--- src/include/serial_pkg.sv ---
// Constants, host request carrier and state types for the serial port
package serial_pkg;
   localparam int CLK_HZ          = 25_000_000;
   localparam int MIDI_HZ         = 31_250;
   localparam int TAPE_SLOW_HZ    = 9_600;
   localparam int TAPE_FAST_HZ    = 38_400;
   localparam int BIT_CYC_MIDI    = CLK_HZ / MIDI_HZ;
   localparam int BIT_CYC_SLOW    = CLK_HZ / TAPE_SLOW_HZ;
   localparam int BIT_CYC_FAST    = CLK_HZ / TAPE_FAST_HZ;
   localparam int RESPONSE_US     = 1000;
   localparam int RESPONSE_CYC    = CLK_HZ / 1_000_000 * RESPONSE_US;
   localparam int FRAME_BITS      = 10;
   localparam int FIFO_DEPTH      = 4;
   localparam int DIV_W           = 12;

   localparam logic [1:0] RATE_MIDI      = 2'h0;
   localparam logic [1:0] RATE_TAPE_SLOW = 2'h1;
   localparam logic [1:0] RATE_TAPE_FAST = 2'h2;

   localparam logic ADDR_CMD_STATUS = 1'h0;
   localparam logic ADDR_DATA       = 1'h1;

   localparam int RATE_LSB       = 0;
   localparam int STAT_RX_INT    = 2;
   localparam int STAT_TX_INT    = 3;
   localparam int STAT_OVERRUN   = 4;
   localparam int STAT_FRAMING   = 5;
   localparam int CMD_ENABLE     = 7;

   localparam logic [1:0] RST_RATE = 2'h0;
   localparam logic [7:0] RST_BYTE = 8'h00;

   typedef struct packed {
      logic       wr;
      logic       rd;
      logic       addr;
      logic [7:0] wdata;
   } host_req_s;

   typedef enum logic [1:0] {
      RX_IDLE  = 2'b00,
      RX_START = 2'b01,
      RX_DATA  = 2'b10,
      RX_STOP  = 2'b11
   } rx_state_e;
endpackage : serial_pkg

--- src/serial_port.sv ---
// Serial port of the time-code chip: host registers, transmitter, receiver and receive FIFO
`timescale 1ns/1ps
module serial_port (
   input  wire logic                  clk_sys,
   input  wire logic                  rst,
   input  wire serial_pkg::host_req_s host_req,
   input  wire logic                  rx_pin,
   output logic                       tx_pin_r,
   output logic [7:0]                 rdata_r
);
   import serial_pkg::*;

   logic             enabled_r;
   logic [1:0]       rate_r;
   logic             rx_int_r, tx_int_r, overrun_r, framing_r;
   logic [7:0]       hold_r;
   logic             hold_valid_r;
   logic [9:0]       tx_shift_r;
   logic             tx_busy_r;
   logic [3:0]       tx_bits_r;
   logic [DIV_W-1:0] tx_div_r;
   logic             rx_s1_r, rx_s2_r;
   rx_state_e        rx_state_r;
   logic [DIV_W-1:0] rx_div_r;
   logic [2:0]       rx_bits_r;
   logic [7:0]       rx_shift_r;
   logic [7:0]       fifo_mem_r [FIFO_DEPTH];
   logic [1:0]       wptr_r, rptr_r;
   logic [2:0]       fifo_cnt_r;
   logic [14:0]      rx_age_r;
   logic             midi_rate;

   logic cmd_wr, data_wr, data_rd, tx_tick, tx_load, rx_tick, rx_done, rx_push, rx_pop;
   logic [DIV_W-1:0] bit_len;
   logic [7:0]       status;

   function automatic logic [DIV_W-1:0] period_of(input logic [1:0] rate);
      case (rate)
         RATE_TAPE_SLOW: period_of = DIV_W'(BIT_CYC_SLOW - 1);
         RATE_TAPE_FAST: period_of = DIV_W'(BIT_CYC_FAST - 1);
         default:        period_of = DIV_W'(BIT_CYC_MIDI - 1);
      endcase
   endfunction : period_of

   assign cmd_wr  = host_req.wr && host_req.addr == ADDR_CMD_STATUS;
   assign data_wr = host_req.wr && host_req.addr == ADDR_DATA && enabled_r;
   assign data_rd = host_req.rd && host_req.addr == ADDR_DATA;
   assign bit_len = period_of(rate_r);
   assign tx_tick = tx_busy_r && tx_div_r == '0;
   assign tx_load = hold_valid_r && (!tx_busy_r || (tx_tick && tx_bits_r == 4'h0));
   assign rx_tick = rx_div_r == '0;
   assign rx_done = rx_state_r == RX_STOP && rx_tick;
   assign rx_push = rx_done && rx_s2_r && fifo_cnt_r != 3'(FIFO_DEPTH);
   assign rx_pop  = data_rd && fifo_cnt_r != 3'h0;
   assign midi_rate = rate_r != RATE_TAPE_SLOW && rate_r != RATE_TAPE_FAST;
   assign status  = {enabled_r, 1'b0, framing_r, overrun_r, tx_int_r, rx_int_r, rate_r};

   // Command register
   always_ff @(posedge clk_sys) begin
      if (rst) begin
         enabled_r <= 1'b0;
         rate_r    <= RST_RATE;
      end else if (cmd_wr) begin
         enabled_r <= host_req.wdata[CMD_ENABLE];
         rate_r    <= host_req.wdata[RATE_LSB +: 2];
      end
   end

   // Read data, registered one cycle after the strobe
   always_ff @(posedge clk_sys) begin
      if (rst) begin
         rdata_r <= RST_BYTE;
      end else if (host_req.rd) begin
         rdata_r <= (host_req.addr == ADDR_DATA) ? fifo_mem_r[rptr_r] : status;
      end
   end

   // Interrupt flags; a hardware set wins over a host clear
   always_ff @(posedge clk_sys) begin
      if (rst || !enabled_r) begin
         rx_int_r  <= 1'b0;
         tx_int_r  <= 1'b0;
         overrun_r <= 1'b0;
         framing_r <= 1'b0;
      end else begin
         if (rx_push) rx_int_r <= 1'b1;
         else if (data_rd) rx_int_r <= 1'b0;
         if (tx_load) tx_int_r <= 1'b1;
         else if (data_wr) tx_int_r <= 1'b0;
         if (rx_done && rx_s2_r && !rx_push) overrun_r <= 1'b1;
         else if (cmd_wr) overrun_r <= 1'b0;
         if (rx_done && !rx_s2_r) framing_r <= 1'b1;
         else if (cmd_wr) framing_r <= 1'b0;
      end
   end

   // Transmit holding byte
   always_ff @(posedge clk_sys) begin
      if (rst || !enabled_r) begin
         hold_valid_r <= 1'b0;
         hold_r       <= RST_BYTE;
      end else if (data_wr) begin
         hold_valid_r <= 1'b1;
         hold_r       <= host_req.wdata;
      end else if (tx_load) begin
         hold_valid_r <= 1'b0;
      end
   end

   // Transmit shifter
   always_ff @(posedge clk_sys) begin
      if (rst || !enabled_r) begin
         tx_busy_r  <= 1'b0;
         tx_shift_r <= '1;
         tx_bits_r  <= 4'h0;
         tx_div_r   <= '0;
         tx_pin_r   <= 1'b1;
      end else begin
         tx_pin_r <= tx_shift_r[0];
         if (tx_load) begin
            tx_busy_r  <= 1'b1;
            tx_shift_r <= {1'b1, hold_r, 1'b0};
            tx_bits_r  <= 4'(FRAME_BITS - 1);
            tx_div_r   <= bit_len;
         end else if (tx_tick) begin
            tx_shift_r <= {1'b1, tx_shift_r[9:1]};
            tx_div_r   <= bit_len;
            if (tx_bits_r == 4'h0) tx_busy_r <= 1'b0;
            else tx_bits_r <= tx_bits_r - 4'h1;
         end else if (tx_busy_r) begin
            tx_div_r <= tx_div_r - DIV_W'(1);
         end
      end
   end

   // Receive pin synchroniser
   always_ff @(posedge clk_sys) begin
      if (rst) begin
         rx_s1_r <= 1'b1;
         rx_s2_r <= 1'b1;
      end else begin
         rx_s1_r <= rx_pin;
         rx_s2_r <= rx_s1_r;
      end
   end

   // Receiver: sample mid-bit
   always_ff @(posedge clk_sys) begin
      if (rst || !enabled_r) begin
         rx_state_r <= RX_IDLE;
         rx_div_r   <= '0;
         rx_bits_r  <= 3'h0;
         rx_shift_r <= RST_BYTE;
      end else begin
         rx_div_r <= rx_tick ? bit_len : rx_div_r - DIV_W'(1);
         case (rx_state_r)
            RX_IDLE: begin
               if (!rx_s2_r) begin
                  rx_state_r <= RX_START;
                  rx_div_r   <= {1'b0, bit_len[DIV_W-1:1]};
               end
            end
            RX_START: begin
               if (rx_tick) rx_state_r <= rx_s2_r ? RX_IDLE : RX_DATA;
               rx_bits_r <= 3'h0;
            end
            RX_DATA: begin
               if (rx_tick) begin
                  rx_shift_r <= {rx_s2_r, rx_shift_r[7:1]};
                  rx_bits_r  <= rx_bits_r + 3'h1;
                  if (rx_bits_r == 3'h7) rx_state_r <= RX_STOP;
               end
            end
            RX_STOP: begin
               if (rx_tick) rx_state_r <= RX_IDLE;
            end
            default: rx_state_r <= RX_IDLE;
         endcase
      end
   end

   // Receive FIFO
   always_ff @(posedge clk_sys) begin
      if (rst || !enabled_r) begin
         wptr_r     <= 2'h0;
         rptr_r     <= 2'h0;
         fifo_cnt_r <= 3'h0;
      end else begin
         if (rx_push) wptr_r <= wptr_r + 2'h1;
         if (rx_pop) rptr_r <= rptr_r + 2'h1;
         fifo_cnt_r <= fifo_cnt_r + 3'(rx_push) - 3'(rx_pop);
      end
   end

   always_ff @(posedge clk_sys) begin
      if (rx_push) fifo_mem_r[wptr_r] <= rx_shift_r;
   end

   // Cycles since the FIFO last left empty; pinned at full scale once off the MIDI rate
   always_ff @(posedge clk_sys) begin
      if (rst || !enabled_r || fifo_cnt_r == 3'h0) begin
         rx_age_r <= 15'h0000;
      end else if (!midi_rate) begin
         rx_age_r <= '1;
      end else if (rx_age_r != '1) begin
         rx_age_r <= rx_age_r + 15'h0001;
      end
   end

   AST_INACTIVE_IDLE: assert property (@(posedge clk_sys) disable iff (rst)
      !enabled_r |=> tx_pin_r && fifo_cnt_r == 3'h0 && !hold_valid_r)
      else $error("port active while disabled");
   AST_RD_DATA_HEAD: assert property (@(posedge clk_sys) disable iff (rst)
      data_rd && fifo_cnt_r != 3'h0 |=> rdata_r == $past(fifo_mem_r[rptr_r]))
      else $error("data read did not return FIFO head");
   AST_BIT_PERIOD: assert property (@(posedge clk_sys) disable iff (rst)
      tx_tick && tx_bits_r != 4'h0 && enabled_r && !cmd_wr |=> tx_div_r == period_of(rate_r))
      else $error("bit period does not match rate");
   AST_FIFO_BOUND: assert property (@(posedge clk_sys) disable iff (rst)
      enabled_r && fifo_cnt_r == 3'(FIFO_DEPTH) && !rx_pop |=> fifo_cnt_r == 3'(FIFO_DEPTH))
      else $error("FIFO count left full without a read");
   AST_MIDI_MARGIN: assert property (@(posedge clk_sys) disable iff (rst)
      midi_rate && rx_done && rx_s2_r && !rx_push |-> rx_age_r >= 15'(RESPONSE_CYC))
      else $error("receive overrun within host response time");
   AST_HOLD_LOAD: assert property (@(posedge clk_sys) disable iff (rst)
      data_wr && tx_busy_r && !tx_load |=> hold_valid_r && hold_r == $past(host_req.wdata))
      else $error("holding byte not captured");
   AST_STATUS_READ: assert property (@(posedge clk_sys) disable iff (rst)
      host_req.rd && host_req.addr == ADDR_CMD_STATUS |=>
      rdata_r[STAT_RX_INT] == $past(rx_int_r) && rdata_r[STAT_TX_INT] == $past(tx_int_r))
      else $error("status does not show flags");
   AST_RX_CLEAR: assert property (@(posedge clk_sys) disable iff (rst)
      data_rd && !rx_push |=> !rx_int_r)
      else $error("receive flag not cleared by data read");
   AST_TX_CLEAR: assert property (@(posedge clk_sys) disable iff (rst)
      data_wr && !tx_load |=> !tx_int_r)
      else $error("transmit flag not cleared by data write");
   AST_START_BIT: assert property (@(posedge clk_sys) disable iff (rst)
      tx_load && !cmd_wr |=> ##1 !tx_pin_r)
      else $error("frame did not begin with low start bit");

   COV_RX_BYTE:   cover property (@(posedge clk_sys) disable iff (rst) rx_push);
   COV_FIFO_FULL: cover property (@(posedge clk_sys) disable iff (rst) fifo_cnt_r == 3'(FIFO_DEPTH));
   COV_BACK2BACK: cover property (@(posedge clk_sys) disable iff (rst) tx_busy_r && hold_valid_r);
   COV_OVERRUN:   cover property (@(posedge clk_sys) disable iff (rst) $rose(overrun_r));
endmodule : serial_port

--- config.mk ---
export PLATFORM = sky130hd
export DESIGN_NAME = serial_port
export DESIGN_NICKNAME = d
export VERILOG_FILES = /design/src/include/serial_pkg.sv /design/src/serial_port.sv
export SDC_FILE = /design/constraint.sdc
export NUM_CORES = 1
export LEC_CHECK = 0
export BUFFER_PORTS_ARGS = -buffer_cell sky130_fd_sc_hd__buf_4
export CORE_MARGIN = 3
export CORE_UTILIZATION = 35
export DETAILED_ROUTE_END_ITERATION = 6
export GPL_ROUTABILITY_DRIVEN = 0
export REMOVE_ABC_BUFFERS = 1
export SLEW_MARGIN = 20
export SYNTH_ARGS = -nofsm -noshare
export SYNTH_HDL_FRONTEND = slang
export SYNTH_SLANG_ARGS = --single-unit
export TNS_END_PERCENT = 1
--- constraint.sdc ---
create_clock -name clk_sys -period 4.8 [get_ports clk_sys]
set_input_delay 0.48 -clock clk_sys [delete_from_list [all_inputs] [get_ports clk_sys]]
set_output_delay 0.48 -clock clk_sys [all_outputs]
set_load 0.03 [all_outputs]
==> impl_metrics.env <==
export IMPL_core_region_area_um2=14200
export IMPL_async_flop_share_pct=0
export IMPL_min_path_type="in -> reg"
export IMPL_grt_pass1_wl_um=18500
export IMPL_crit_path_end_kind="register"
export IMPL_numCtsBuffers=17
export IMPL_cts_sinks=119
export IMPL_cts_hold_buf=0
export IMPL_vias=3814
export IMPL_max_vdd_ir_drop_mv=0.325
export IMPL_dp_cells=686
export IMPL_dr_pass1_iters=5
export IMPL_layout_cells_non_filler=718
export IMPL_worst_slew_pin_transition_ps=960
export IMPL_hold_ws_ps=262
export IMPL_slew_headroom_pct=35.9
export IMPL_dpl_hpwl_um=7560
export IMPL_drive_gt1_share_pct=14.5
export IMPL_finalMaxSlewViolations=0
export IMPL_numPortBuffers=22
export IMPL_drt_iter0_drc=246
export IMPL_synth_area_per_cell_um2=10.3
export IMPL_die_area_um2=16400
export IMPL_worstSetupStartpointType="register"
export IMPL_synth_seq_cells=119
export IMPL_clock_skew_ps=9.75
export IMPL_crit_required_ps=5060
export IMPL_final_cell_mix="87 x dfxtp_1, 63 x nor2_1, 47 x nand2_1, 33 x a21oi_1, 32 x edfxtp_1"
export IMPL_synth_edff_count=32
export IMPL_p_leak_nw=2.16
export IMPL_wire_per_inst_um=15.5
export IMPL_drc=0
export IMPL_h_tree_depth=4
export IMPL_period_share_pct=75.1
export IMPL_cp_arrival_ps=3860
export IMPL_antenna_found_initial=0
export IMPL_cts_resized=0
export IMPL_power_total_mw=2.35
export IMPL_die_y_um=128
export IMPL_syn_to_final_growth_pct=16.6
export IMPL_row_count=43
export IMPL_synth_distinct_cells=59
export IMPL_synth_main_ff_cell="dfxtp_1"
export IMPL_status="finished clean"
export IMPL_die_w_um=128
export IMPL_cts_tree="built"
export IMPL_vias_per_cell=5.31
export IMPL_ys_seq_area_share_pct=51.9
export IMPL_cap_violations=0
export IMPL_ctsRootBufferMaster="clkbuf_16"
export IMPL_grt_pass1_vias=3705
export IMPL_finalWirelength_um=11100
export IMPL_syn_area_um2=5210
export IMPL_power_density_nw_per_um2=387
export IMPL_start_util_pct=36.7
export IMPL_finalSetupViolCount=0
export IMPL_final_common_cell="dfxtp_1"
export IMPL_rsz0062_at_grt="false"
export IMPL_top_level_ports=23
export IMPL_fmax_mhz=277
export IMPL_grt_max_degree=31
export IMPL_fin_nets=554
export IMPL_post_cts_setup_buffers=0
export IMPL_clk_pin_slew_ps=60
export IMPL_overflow=0
export IMPL_clk_path_buf_depth=2
export IMPL_crit_fanout=14
export IMPL_gr_usage_all_layers_pct=14.2
export IMPL_r2r_setup_slack_ps=1200
export IMPL_crit_type="reg -> reg"
export IMPL_final_util_pct=42.8
export IMPL_antennaDiodeCount=0
export IMPL_yosysWarnings=0
export IMPL_syn_inst=508
export IMPL_hold_violations=0
export IMPL_layout_min_cycle_time_ps=3600
export IMPL_ant_nets=0
export IMPL_clk_latency_ps=410
export IMPL_fin_setup_tns_ps=0
## critical path, cell delays in order, from the launching register on
cell	delay (ps)
dfxtp_1	320
inv_1	70
ha_1	190
nor3b_1	330
nand4_1	570
nor3b_2	610
inv_1	100
ha_1	300
inv_1	60
ha_1	130
inv_1	50
fa_1	380
xor2_1	170
xnor2_1	140
nor2_1	50
## state kept, by name, summed over array words and instances (netlist names), 2 cells and up, named ones only
signal and count:
rdata_r 8, wptr_r 2, tx_bits_r 4, rx_div_r 12
rx_shift_r 8, fifo_mem_r 32, rate_r 2, rx_bits_r 3
tx_div_r 12, hold_r 8, rptr_r 2, fifo_cnt_r 3
tx_shift_r 9
## kinds of logic (layout without fill, tap and decap cells)
family | after synthesis | count (layout) | share of synthesized area [%]
adders and majority gates | 15 | 15 | 3.75
buffers and inverters | 43 | 73 | 3.24
muxes | 33 | 33 | 8.31
and+or+nand+nor | 190 | 190 | 18.7
xor gates and xnor gates | 13 | 13 | 2.19
AOI/OAI and AO/OA | 95 | 95 | 11.9
DFF | 119 | 119 | 51.9
## layer usage
metal	share of wire [%]	global-route usage, %	vias to the layer above
met5	0	0	-
met2	49	23.4	67
met1	47	18.5	1861
met4	0.78	3.81	0
met3	3.5	3.71	8
li1	-	-	1878
## final cells by class
class | count | area (um2)
clock buffer | 19 | 433
clock inverter | 13 | 130
fill | 1364 | 8130
inverter | 17 | 63.8
multi-input combinational | 346 | 2340
sequential | 119 | 2700
tap | 180 | 225
timing repair buffer | 24 | 180
## final timing paths
check | from | cells past startpoint | to
worst min register to register | rx_s1_r | 1 | rx_s2_r
worst min-delay path | rx_pin | 2 | rx_s1_r
worst max-delay path | rx_div_r[0] | 14 | fifo_cnt_r[2]
worst max register to register | rx_div_r[0] | 14 | fifo_cnt_r[2]
## cells in the mapped netlist, types with 3 or more instances
cell / number / area [um2]
and2_1: 13 / 81.3
a311oi_1: 4 / 35.0
xnor2_1: 8 / 70.1
nor2_1: 63 / 236
mux4_2: 8 / 180
a211oi_1: 13 / 97.6
a22oi_1: 3 / 22.5
dfxtp_1: 87 / 1740
or4_1: 3 / 22.5
a21oi_1: 33 / 165
o21ai_0: 14 / 70.1
buf_2: 3 / 15.0
clkbuf_1: 20 / 75.1
or2_2: 4 / 25.0
o31ai_1: 3 / 22.5
and3_1: 4 / 25.0
mux2i_1: 23 / 230
xor2_1: 5 / 43.8
nand2b_1: 4 / 25.0
nand2_1: 47 / 176
nor4_4: 3 / 63.8
inv_1: 17 / 63.8
nor3_1: 15 / 75.1
nand3_1: 10 / 50.1
ha_1: 14 / 175
a221oi_1: 7 / 61.3
a31oi_1: 4 / 25.0
nor4_1: 6 / 37.5
edfxtp_1: 32 / 961
## per-stage QoR
stage          area [um2]  setup WS (ps)
5_1_grt              6070            835
2_1_floorplan        5100           1680
3_3_place_gp         5510           1320
3_5_place_dp         5510           1150
6_report             6070           1200
4_1_cts              6070           1140
## power breakdown
part | total (mW) | switching, mW | internal [mW]
sequential | 1.04 | 0.00746 | 1.03
combinational | 0.103 | 0.0641 | 0.0390
clock | 1.20 | 0.446 | 0.759
Note: power is estimated with default switching activity, not from simulation.
